--- config.mk ---
export PLATFORM = sky130hd
export DESIGN_NAME = pie_irq_enable
export DESIGN_NICKNAME = d
export VERILOG_FILES = /design/src/pie_pkg.sv /design/src/pie_irq_enable.sv /design/src/pie_gate_bank.sv
export SDC_FILE = /design/constraint.sdc
export NUM_CORES = 1
export LEC_CHECK = 0
export ABC_AREA = 1
export BUFFER_PORTS_ARGS = -buffer_cell sky130_fd_sc_hd__clkbuf_2
export CAP_MARGIN = 5
export CORE_MARGIN = 3
export CORE_UTILIZATION = 39
export DETAILED_ROUTE_END_ITERATION = 12
export PLACE_DENSITY = 0.87
export SYNTH_ARGS = -nofsm -noshare
export SYNTH_HDL_FRONTEND = slang
export SYNTH_SLANG_ARGS = --single-unit
--- constraint.sdc ---
create_clock -name i_sys_clk -period 1.75 [get_ports i_sys_clk]
set_clock_uncertainty 0.15 [all_clocks]
set_input_delay 0.35 -clock i_sys_clk [delete_from_list [all_inputs] [get_ports i_sys_clk]]
set_output_delay 0.35 -clock i_sys_clk [all_outputs]
set_load 0.03 [all_outputs]
--- src/pie_pkg.sv ---
package pie_pkg;

   // Byte offsets of the registers on the APB port.
   localparam logic [11:0] ENABLE_OFFSET   = 12'h000;
   localparam logic [11:0] CONTROL_OFFSET  = 12'h004;
   localparam logic [11:0] STATUS_OFFSET   = 12'h008;

   // Width of the enable register and of the source vector.
   localparam int          SRC_W           = 8;

   // Bit positions inside the enable register and the source vector.
   localparam int          TIMER6_BIT      = 7;
   localparam int          COMP2_BIT       = 6;
   localparam int          COMP1_BIT       = 5;
   localparam int          NVM_BIT         = 4;
   localparam int          TIMER4_BIT      = 1;
   localparam int          NCO_BIT         = 0;

   // Storage mask of the enable register; positions three and two hold nothing.
   localparam logic [7:0]  ENABLE_MASK     = 8'hF3;

   // Reset value of the enable register.
   localparam logic [7:0]  ENABLE_RESET    = 8'h00;

   // Bit positions inside the control register.
   localparam int          GLOBAL_EN_BIT   = 7;
   localparam int          PERIPH_EN_BIT   = 6;

   // Storage mask and reset value of the control register.
   localparam logic [7:0]  CONTROL_MASK    = 8'hC0;
   localparam logic [7:0]  CONTROL_RESET   = 8'h00;

   // Field positions of the status register.
   localparam int          STATUS_RAW_LSB  = 0;
   localparam int          STATUS_GATE_LSB = 8;

   // Byte lane that carries the eight register bits.
   localparam int          DATA_LANE       = 0;

   // Value placed on the read data bus outside a read answer.
   localparam logic [31:0] RDATA_IDLE      = 32'h0000_0000;

endpackage

--- src/pie_irq_enable.sv ---
`timescale 1ns/1ps

////////////////////////////////////////////////////////////////////////////////
module pie_irq_enable
#(
   parameter int ADDR_W = 12
)
(
   input  wire logic              i_sys_clk,
   input  wire logic              i_resetn,
   input  wire logic              i_psel,
   input  wire logic              i_penable,
   input  wire logic              i_pwrite,
   input  wire logic [ADDR_W-1:0] i_paddr,
   input  wire logic [31:0]       i_pwdata,
   input  wire logic [3:0]        i_pstrb,
   output logic      [31:0]       o_prdata,
   output logic                   o_pready,
   output logic                   o_pslverr,
   input  wire logic              i_timer6_match_flag,
   input  wire logic              i_comparator2_flag,
   input  wire logic              i_comparator1_flag,
   input  wire logic              i_nonvolatile_done_flag,
   input  wire logic              i_timer4_match_flag,
   input  wire logic              i_oscillator_nco_flag,
   output logic                   o_core_irq,
   output logic                   o_peripheral_pending
);

   // The decoder compares against twelve-bit offsets, so elaboration stops outside that range.
   if (ADDR_W < 4 || ADDR_W > 12)
   begin : gen_bad_addr_w
      $error("pie_irq_enable needs ADDR_W between 4 and 12.");
   end

   ////////////////////////////////////////////////////////////////////////////
   // Declarations.

   localparam int SRC_W_L = pie_pkg::SRC_W; // Local copy for port widths.

   logic [7:0]  enable_reg;               // Stored source enables.
   logic [7:0]  enable_next;              // Next value of the enables.
   logic [7:0]  control_reg;              // Global and peripheral master enables.
   logic [7:0]  control_next;             // Next value of the master enables.
   logic [31:0] prdata_reg;               // Registered read data.
   logic [31:0] prdata_next;              // Next read data.
   logic        pready_reg;               // Registered ready, high for one cycle.
   logic        pready_next;              // Next ready.
   logic        pslverr_reg;              // Registered error answer.
   logic        pslverr_next;             // Next error answer.
   logic        core_irq_reg;             // Request toward the processor core.
   logic        core_irq_next;            // Next core request.
   logic        pending_reg;              // Any enabled source is active.
   logic        pending_next;             // Next pending level.
   logic [11:0] addr_w;                   // Address widened to the offset width.
   logic [SRC_W_L-1:0] flags_w;           // Source flags by enable position.
   logic [SRC_W_L-1:0] gated_w;           // Flags after the per-source enables.
   logic        complete_w;               // Access phase ends at this edge.
   logic        wr_lane_w;                // Write carries the register byte lane.
   logic        hit_enable_w;             // Address selects the enable register.
   logic        hit_control_w;            // Address selects the control register.
   logic        hit_status_w;             // Address selects the status register.
   logic [31:0] read_mux_w;               // Data of the addressed register.

   ////////////////////////////////////////////////////////////////////////////
   // Source collection and gating.

   // The flags are placed at the position of their enable; empty slots stay low.
   always_comb
   begin
      flags_w                         = '0;
      flags_w[pie_pkg::TIMER6_BIT]    = i_timer6_match_flag;
      flags_w[pie_pkg::COMP2_BIT]     = i_comparator2_flag;
      flags_w[pie_pkg::COMP1_BIT]     = i_comparator1_flag;
      flags_w[pie_pkg::NVM_BIT]       = i_nonvolatile_done_flag;
      flags_w[pie_pkg::TIMER4_BIT]    = i_timer4_match_flag;
      flags_w[pie_pkg::NCO_BIT]       = i_oscillator_nco_flag;
   end

   // Each request passes only while its own enable is one.
   pie_gate_bank
   #(
      .WIDTH     (SRC_W_L)
   )
   u_gate_bank
   (
      .i_flags   (flags_w),
      .i_enables (enable_reg),
      .o_gated   (gated_w)
   );

   ////////////////////////////////////////////////////////////////////////////
   // APB address decode.

   // The offsets are compared at their full width after zero extension.
   always_comb
   begin
      addr_w        = '0;
      addr_w[ADDR_W-1:0] = i_paddr;
      hit_enable_w  = 1'b0;
      hit_control_w = 1'b0;
      hit_status_w  = 1'b0;
      if (addr_w == pie_pkg::ENABLE_OFFSET)
      begin
         hit_enable_w = 1'b1;
      end
      else if (addr_w == pie_pkg::CONTROL_OFFSET)
      begin
         hit_control_w = 1'b1;
      end
      else if (addr_w == pie_pkg::STATUS_OFFSET)
      begin
         hit_status_w = 1'b1;
      end
   end

   // Read data of the addressed register; unused bits read as zero.
   always_comb
   begin
      read_mux_w = '0;
      if (hit_enable_w)
      begin
         read_mux_w[7:0] = enable_reg & pie_pkg::ENABLE_MASK;
      end
      else if (hit_control_w)
      begin
         read_mux_w[7:0] = control_reg;
      end
      else if (hit_status_w)
      begin
         read_mux_w[pie_pkg::STATUS_RAW_LSB +: 8]  = flags_w;
         read_mux_w[pie_pkg::STATUS_GATE_LSB +: 8] = gated_w;
      end
   end

   ////////////////////////////////////////////////////////////////////////////
   // APB handshake: one wait cycle, then ready for exactly one cycle.

   // A transfer completes at the edge where select, enable and ready are all high.
   assign complete_w = i_psel & i_penable & pready_reg;
   assign wr_lane_w  = i_pwrite & i_pstrb[pie_pkg::DATA_LANE];

   // Ready rises at the edge that ends the first access cycle; data and error rise with it.
   always_comb
   begin
      pready_next  = 1'b0;
      prdata_next  = pie_pkg::RDATA_IDLE;
      pslverr_next = 1'b0;
      if (i_psel && i_penable && !pready_reg)
      begin
         pready_next  = 1'b1;
         pslverr_next = !(hit_enable_w || hit_control_w || hit_status_w);
         if (!i_pwrite)
         begin
            prdata_next = read_mux_w;
         end
      end
   end

   // Handshake registers.
   always_ff @(posedge i_sys_clk or negedge i_resetn)
   begin
      if (!i_resetn)
      begin
         pready_reg  <= 1'b0;
         prdata_reg  <= pie_pkg::RDATA_IDLE;
         pslverr_reg <= 1'b0;
      end
      else
      begin
         pready_reg  <= pready_next;
         prdata_reg  <= prdata_next;
         pslverr_reg <= pslverr_next;
      end
   end

   ////////////////////////////////////////////////////////////////////////////
   // Software registers.

   // Writes land at the completing edge; masked positions never store.
   always_comb
   begin
      enable_next  = enable_reg;
      control_next = control_reg;
      if (complete_w && wr_lane_w)
      begin
         if (hit_enable_w)
         begin
            enable_next = i_pwdata[7:0] & pie_pkg::ENABLE_MASK;
         end
         else if (hit_control_w)
         begin
            control_next = i_pwdata[7:0] & pie_pkg::CONTROL_MASK;
         end
      end
   end

   // Every reset clears the enables.
   always_ff @(posedge i_sys_clk or negedge i_resetn)
   begin
      if (!i_resetn)
      begin
         enable_reg  <= pie_pkg::ENABLE_RESET;
         control_reg <= pie_pkg::CONTROL_RESET;
      end
      else
      begin
         enable_reg  <= enable_next;
         control_reg <= control_next;
      end
   end

   ////////////////////////////////////////////////////////////////////////////
   // Request toward the core.

   // Both master enables must be one for a gated request to reach the core.
   always_comb
   begin
      pending_next  = |gated_w;
      core_irq_next = pending_next
                    & control_reg[pie_pkg::PERIPH_EN_BIT]
                    & control_reg[pie_pkg::GLOBAL_EN_BIT];
   end

   // Request registers.
   always_ff @(posedge i_sys_clk or negedge i_resetn)
   begin
      if (!i_resetn)
      begin
         core_irq_reg <= 1'b0;
         pending_reg  <= 1'b0;
      end
      else
      begin
         core_irq_reg <= core_irq_next;
         pending_reg  <= pending_next;
      end
   end

   // Outputs straight from flip-flops.
   assign o_prdata             = prdata_reg;
   assign o_pready             = pready_reg;
   assign o_pslverr            = pslverr_reg;
   assign o_core_irq           = core_irq_reg;
   assign o_peripheral_pending = pending_reg;
endmodule

--- src/pie_gate_bank.sv ---
`timescale 1ns/1ps

////////////////////////////////////////////////////////////////////////////////
// One AND gate per source: a request passes only where its enable is set.
module pie_gate_bank
#(
   parameter int WIDTH = 8
)
(
   input  wire logic [WIDTH-1:0] i_flags,
   input  wire logic [WIDTH-1:0] i_enables,
   output logic      [WIDTH-1:0] o_gated
);

   // A bank of zero width cannot gate anything, so elaboration stops.
   if (WIDTH < 1)
   begin : gen_bad_width
      $error("pie_gate_bank needs WIDTH of at least one.");
   end

   // Each source is gated by the enable at its own position.
   genvar g;
   generate
      for (g = 0; g < WIDTH; g++)
      begin : gen_gate
         assign o_gated[g] = i_flags[g] & i_enables[g];
      end
   endgenerate

endmodule

## After elaboration in Yosys (flattened, before gate mapping)

Cells that the tools add are included.

- Register bits: 44
- Bits of input ports: 59
- Output and inout bits: 36
- Word-level logic and storage cells: 47

- Eq/ne operators: 2
- Mux-type cells: 15
- Bitwise gates (word level): 12
- Reductions and logical operators: 11

Operator list:

| operator | count |
|---|---|
| 16-bit two-way mux | 3 |
| 8-bit two-way mux | 4 |
| 12-bit by 3-bit equality test with 1-bit output (second input constant) | 1 |
| 12-bit by 4-bit equality test with 1-bit output (second input constant) | 1 |
| 12-bit logical NOT | 1 |
| 1-bit AND | 11 |
| 1-bit two-way mux | 8 |
| 6-bit OR reduction | 1 |
| 1-bit logical AND | 3 |
| 3-bit AND reduction | 1 |
| 1-bit logical NOT | 2 |
| 1-bit logical OR | 2 |
| 2-bit AND reduction | 1 |
| 1-bit NOT | 1 |

## Depth between registers and ports, before layout

- Word-level depth: 9
- Mapped depth: 8
- Gate-level depth less buffers: 8

## Hierarchy

A second synthesis with hierarchy kept.

- Cells, all modules: 165
- Area total of the unflattened synthesis: 1426.4 µm²

Modules (own cells, without submodules):

| module | times used | cells an instance | area each (µm²) | seq. area each (µm²) |
|---|---|---|---|---|
| pie_irq_enable | 1 | 149 | 1366.3 | 650.6 |
| pie_gate_bank | 1 | 16 | 60.1 | 0.0 |

## Worst setup path before layout

No wires, ideal clock.

- Path type: register to register
- From: register pready_reg (netlist: o_pready)
- To: register enable_reg[0]
- Arrival time: 1.120 ns
- Required time: 1.474 ns
- Setup slack: 0.354 ns
- Cell stages (with the launch flop): 7
- Buffers on the path: 1
- Cells stage by stage: dfrtp_1 nand3_1 nor2_1 inv_1 nor2_4 buf_4 o21ai_0

- Longest elaborated chain between the ends: 3

Ends and longest elaborated chain:

| what | line | source |
|---|---|---|
| start, declared | pie_irq_enable.sv:47 | `logic pready_reg;` |
| start signal, assigned | pie_irq_enable.sv:171 | `pready_reg <= pready_next;` |
| 1-bit AND | pie_irq_enable.sv:140 | `assign complete_w = i_psel & i_penable & pready_reg;` |
| 1-bit logical AND | pie_irq_enable.sv:185 | `if (complete_w && wr_lane_w)` |
| 2-bit AND reduction (no source line) | - |  |
| end signal, assigned | pie_irq_enable.sv:203 | `enable_reg <= pie_pkg::ENABLE_RESET;` |
| end signal, assigned | pie_irq_enable.sv:208 | `enable_reg <= enable_next;` |
| end, declared | pie_irq_enable.sv:41 | `logic [7:0] enable_reg;` |

Every way passes these cells.
A chain may end at the register's enable or synchronous reset.

## Worst setup path in the final report

- From: register pready_reg (netlist: o_pready)
- To: output o_pready

RTL lines:

| what | line | source |
|---|---|---|
| end, declared | pie_irq_enable.sv:18 | `output logic o_pready,` |

No word-level cell between the ends.

==> out/results.txt <==
Crit. End Element - primary output
maximum buffer depth of the clock tree - 2
number of global-route vias before repair - 900
starting density of the core - 0.424
non-filler instance count after layout - 236
DRC violations left - 0
total negative slack - 0 ns
fill count - 267
final hold violations - 0
mean post-synth cell area - 8.40 µm²
count of distinct cell types in the synthesized netlist - 20
synthesis-to-layout area growth - 20.1%
start-to-end type of the worst setup path - reg2out
most frequent standard cell in the layout excluding fill and tap cells - sky130_fd_sc_hd__clkbuf_2
pins over their slew limit - 0
Total GRT Usage - 0.120
count of routing violations after the opening detailed-route iteration - 33
share of the clock period used by the worst path after layout - 0.807
sum of overflow across all layers after global routing - 0
DIE HEIGHT - 61.9 µm
global routing met1 resource utilization - 0.146
Root Driver - sky130_fd_sc_hd__clkbuf_4
DR WL/cell - 9.40 µm
Pwr per Cell Area - 670 nW/µm²
hold slack - 0.0985 ns
die outline width - 61.9 µm
Placed Instances - 231
Setup Viol. Count Final - 0
slew at the pin closest to its max-slew limit - 0.556 ns
cell count after synthesis - 145
peak clock frequency supported by timing - 708 MHz
Crit Path Max Fanout - 3
total power after layout - 0.982 mW
worst r2r src - o_pready
Setup WS pre-CTS - 0.123 ns
num ports - 95
number of rows in the core area - 19
share of cells above drive strength 1 - 0.299
core region area - 2880 µm²
maximum level of the CTS H-tree - 1
antenna violations before repair - 0
timing startpoint of the critical path - o_pready
fraction of post-synthesis cell area in the top cell type by area - 0.493
post-detailed-placement half-perimeter wirelength - 1820 µm
placer's final routability congestion estimate - 0.766
time the final worst path needs with I/O delays and setup - 1.41 ns
CTS tree - yes
nature of the critical path startpoint - register
average vias per placed instance - 4.20
largest delay contributor family on the critical path - flip-flops
Arr. time, crit path - 0.91 ns
number of register bits inferred by synthesis - 24
layer carrying the most global-route usage - met2
netlist area before placement - 1220 µm²
final critical-path setup slack - 0.338 ns
cells along the critical path - clkbuf_2
Detailed Route WL - 2220 µm
R2R Setup Slk - 0.42 ns
DRT Pass-1 Iters - 4
data required time at the worst endpoint - 1.25 ns
register area share after synthesis - 0.493
clock latency on the worst-skew pair - 0.31 ns
Design Area, Final - 1460 µm²
static leakage - 0.823 nW
Num CTS Buffers - 3
grt met2 use - 0.211
DP Area - 1420 µm²
max FFs per register - 12
status - complete, no violations
Die Area - 3830 µm²
met3 GRT Util - 0.0248
warnings from Yosys - 0
cell with the biggest individual delay on the critical path - sky130_fd_sc_hd__dfrtp_1
Net count, final - 254
Hold Path Class - in2reg
ant diodes - 0
biggest area contributors in the synthesized netlist - sky130_fd_sc_hd__dfrtp_1, sky130_fd_sc_hd__buf_4, sky130_fd_sc_hd__nand2_1
hold wc startpoint - i_pwdata[4]
longest individual stage delay on the worst path - 0.42 ns
DR vias - 992
Final Util - 0.509
clock input transition at the sequential cells of the worst setup and hold paths - 0.12 ns
number of I/O port buffers - 45
global-route wire length before repair - 3540 µm
antenna violation net count after detailed routing - 0
leading cell types in the layout, fill and taps excluded - sky130_fd_sc_hd__clkbuf_2, sky130_fd_sc_hd__nand2_1, sky130_fd_sc_hd__dfrtp_1, sky130_fd_sc_hd__conb_1, sky130_fd_sc_hd__inv_1
Max-slew headroom - 0.630
setup repair after global routing missed its margin - no
largest net degree at the start of global routing - 25
buffering stage count on the worst path with inverters included - 1
total of max-cap violations - 0
cell accounting for the most synthesized area - sky130_fd_sc_hd__dfrtp_1
clock sink count - 24
worst vdd rail ir drop - 0.000275 V
[cells in the mapped netlist (all sizes together)]
master / n
a22o: 2
nand2: 30
nand3: 5
nor3: 3
dfrtp: 24
nand4: 2
o21ai: 12
o21a: 1
conb: 1
inv: 20
nor2: 17
o211ai: 2
buf: 22
a21oi: 4
[layout make-up]
cell class,count,area (µm²),area share
Sequential cell,24,601,0.410
Timing Repair Buffer,48,250,0.171
Tap cell,42,52.6,0.0359
Multi-Input combinational cell,98,449,0.307
Clock buffer,4,36.3,0.0248
Inverter,20,75.1,0.0513
[power by group]
group	switching [mW]	internal (mW)	total, mW	leakage [nW]
clock	0.153	0.127	0.280	0.0210
sequential	0.00130	0.557	0.559	0.282
combinational	0.106	0.0373	0.143	0.521
total	0.260	0.722	0.982	0.823
[per-layer routing]
metal	part of all wire	up-vias
li1	-	509
met1	0.39	442
met2	0.54	41
met3	0.073	0
met4	0	0
met5	0	-
[logic make-up after synthesis]
| logic type | Yosys count | share of synthesized area |
|---|---|---|
| DFF | 24 | 0.493 |
| other | 1 | 0.00308 |
| AOI/OAI and AO/OA | 21 | 0.0986 |
| buffers and inverters | 42 | 0.197 |
| and+or+nand+nor | 57 | 0.208 |
[final timing paths]
path / to / cells past startpoint
max in group asynchronous: o_prdata[4] / 2
hold / removal: enable_reg[4] / 3
setup / recovery: o_pready / 1
setup reg to reg: enable_reg[1] / 6
min in group asynchronous: o_pslverr / 2
hold reg to reg: o_prdata[13] / 2
[timing repair]
action | 4_1_cts | 5_1_grt
resized for setup | 0 | 0
hold buffers | 1 | 0
endpoints found under the hold margin | 24 | 0
setup buffers | 0 | 0
Note: power is estimated with default switching activity, not from simulation.
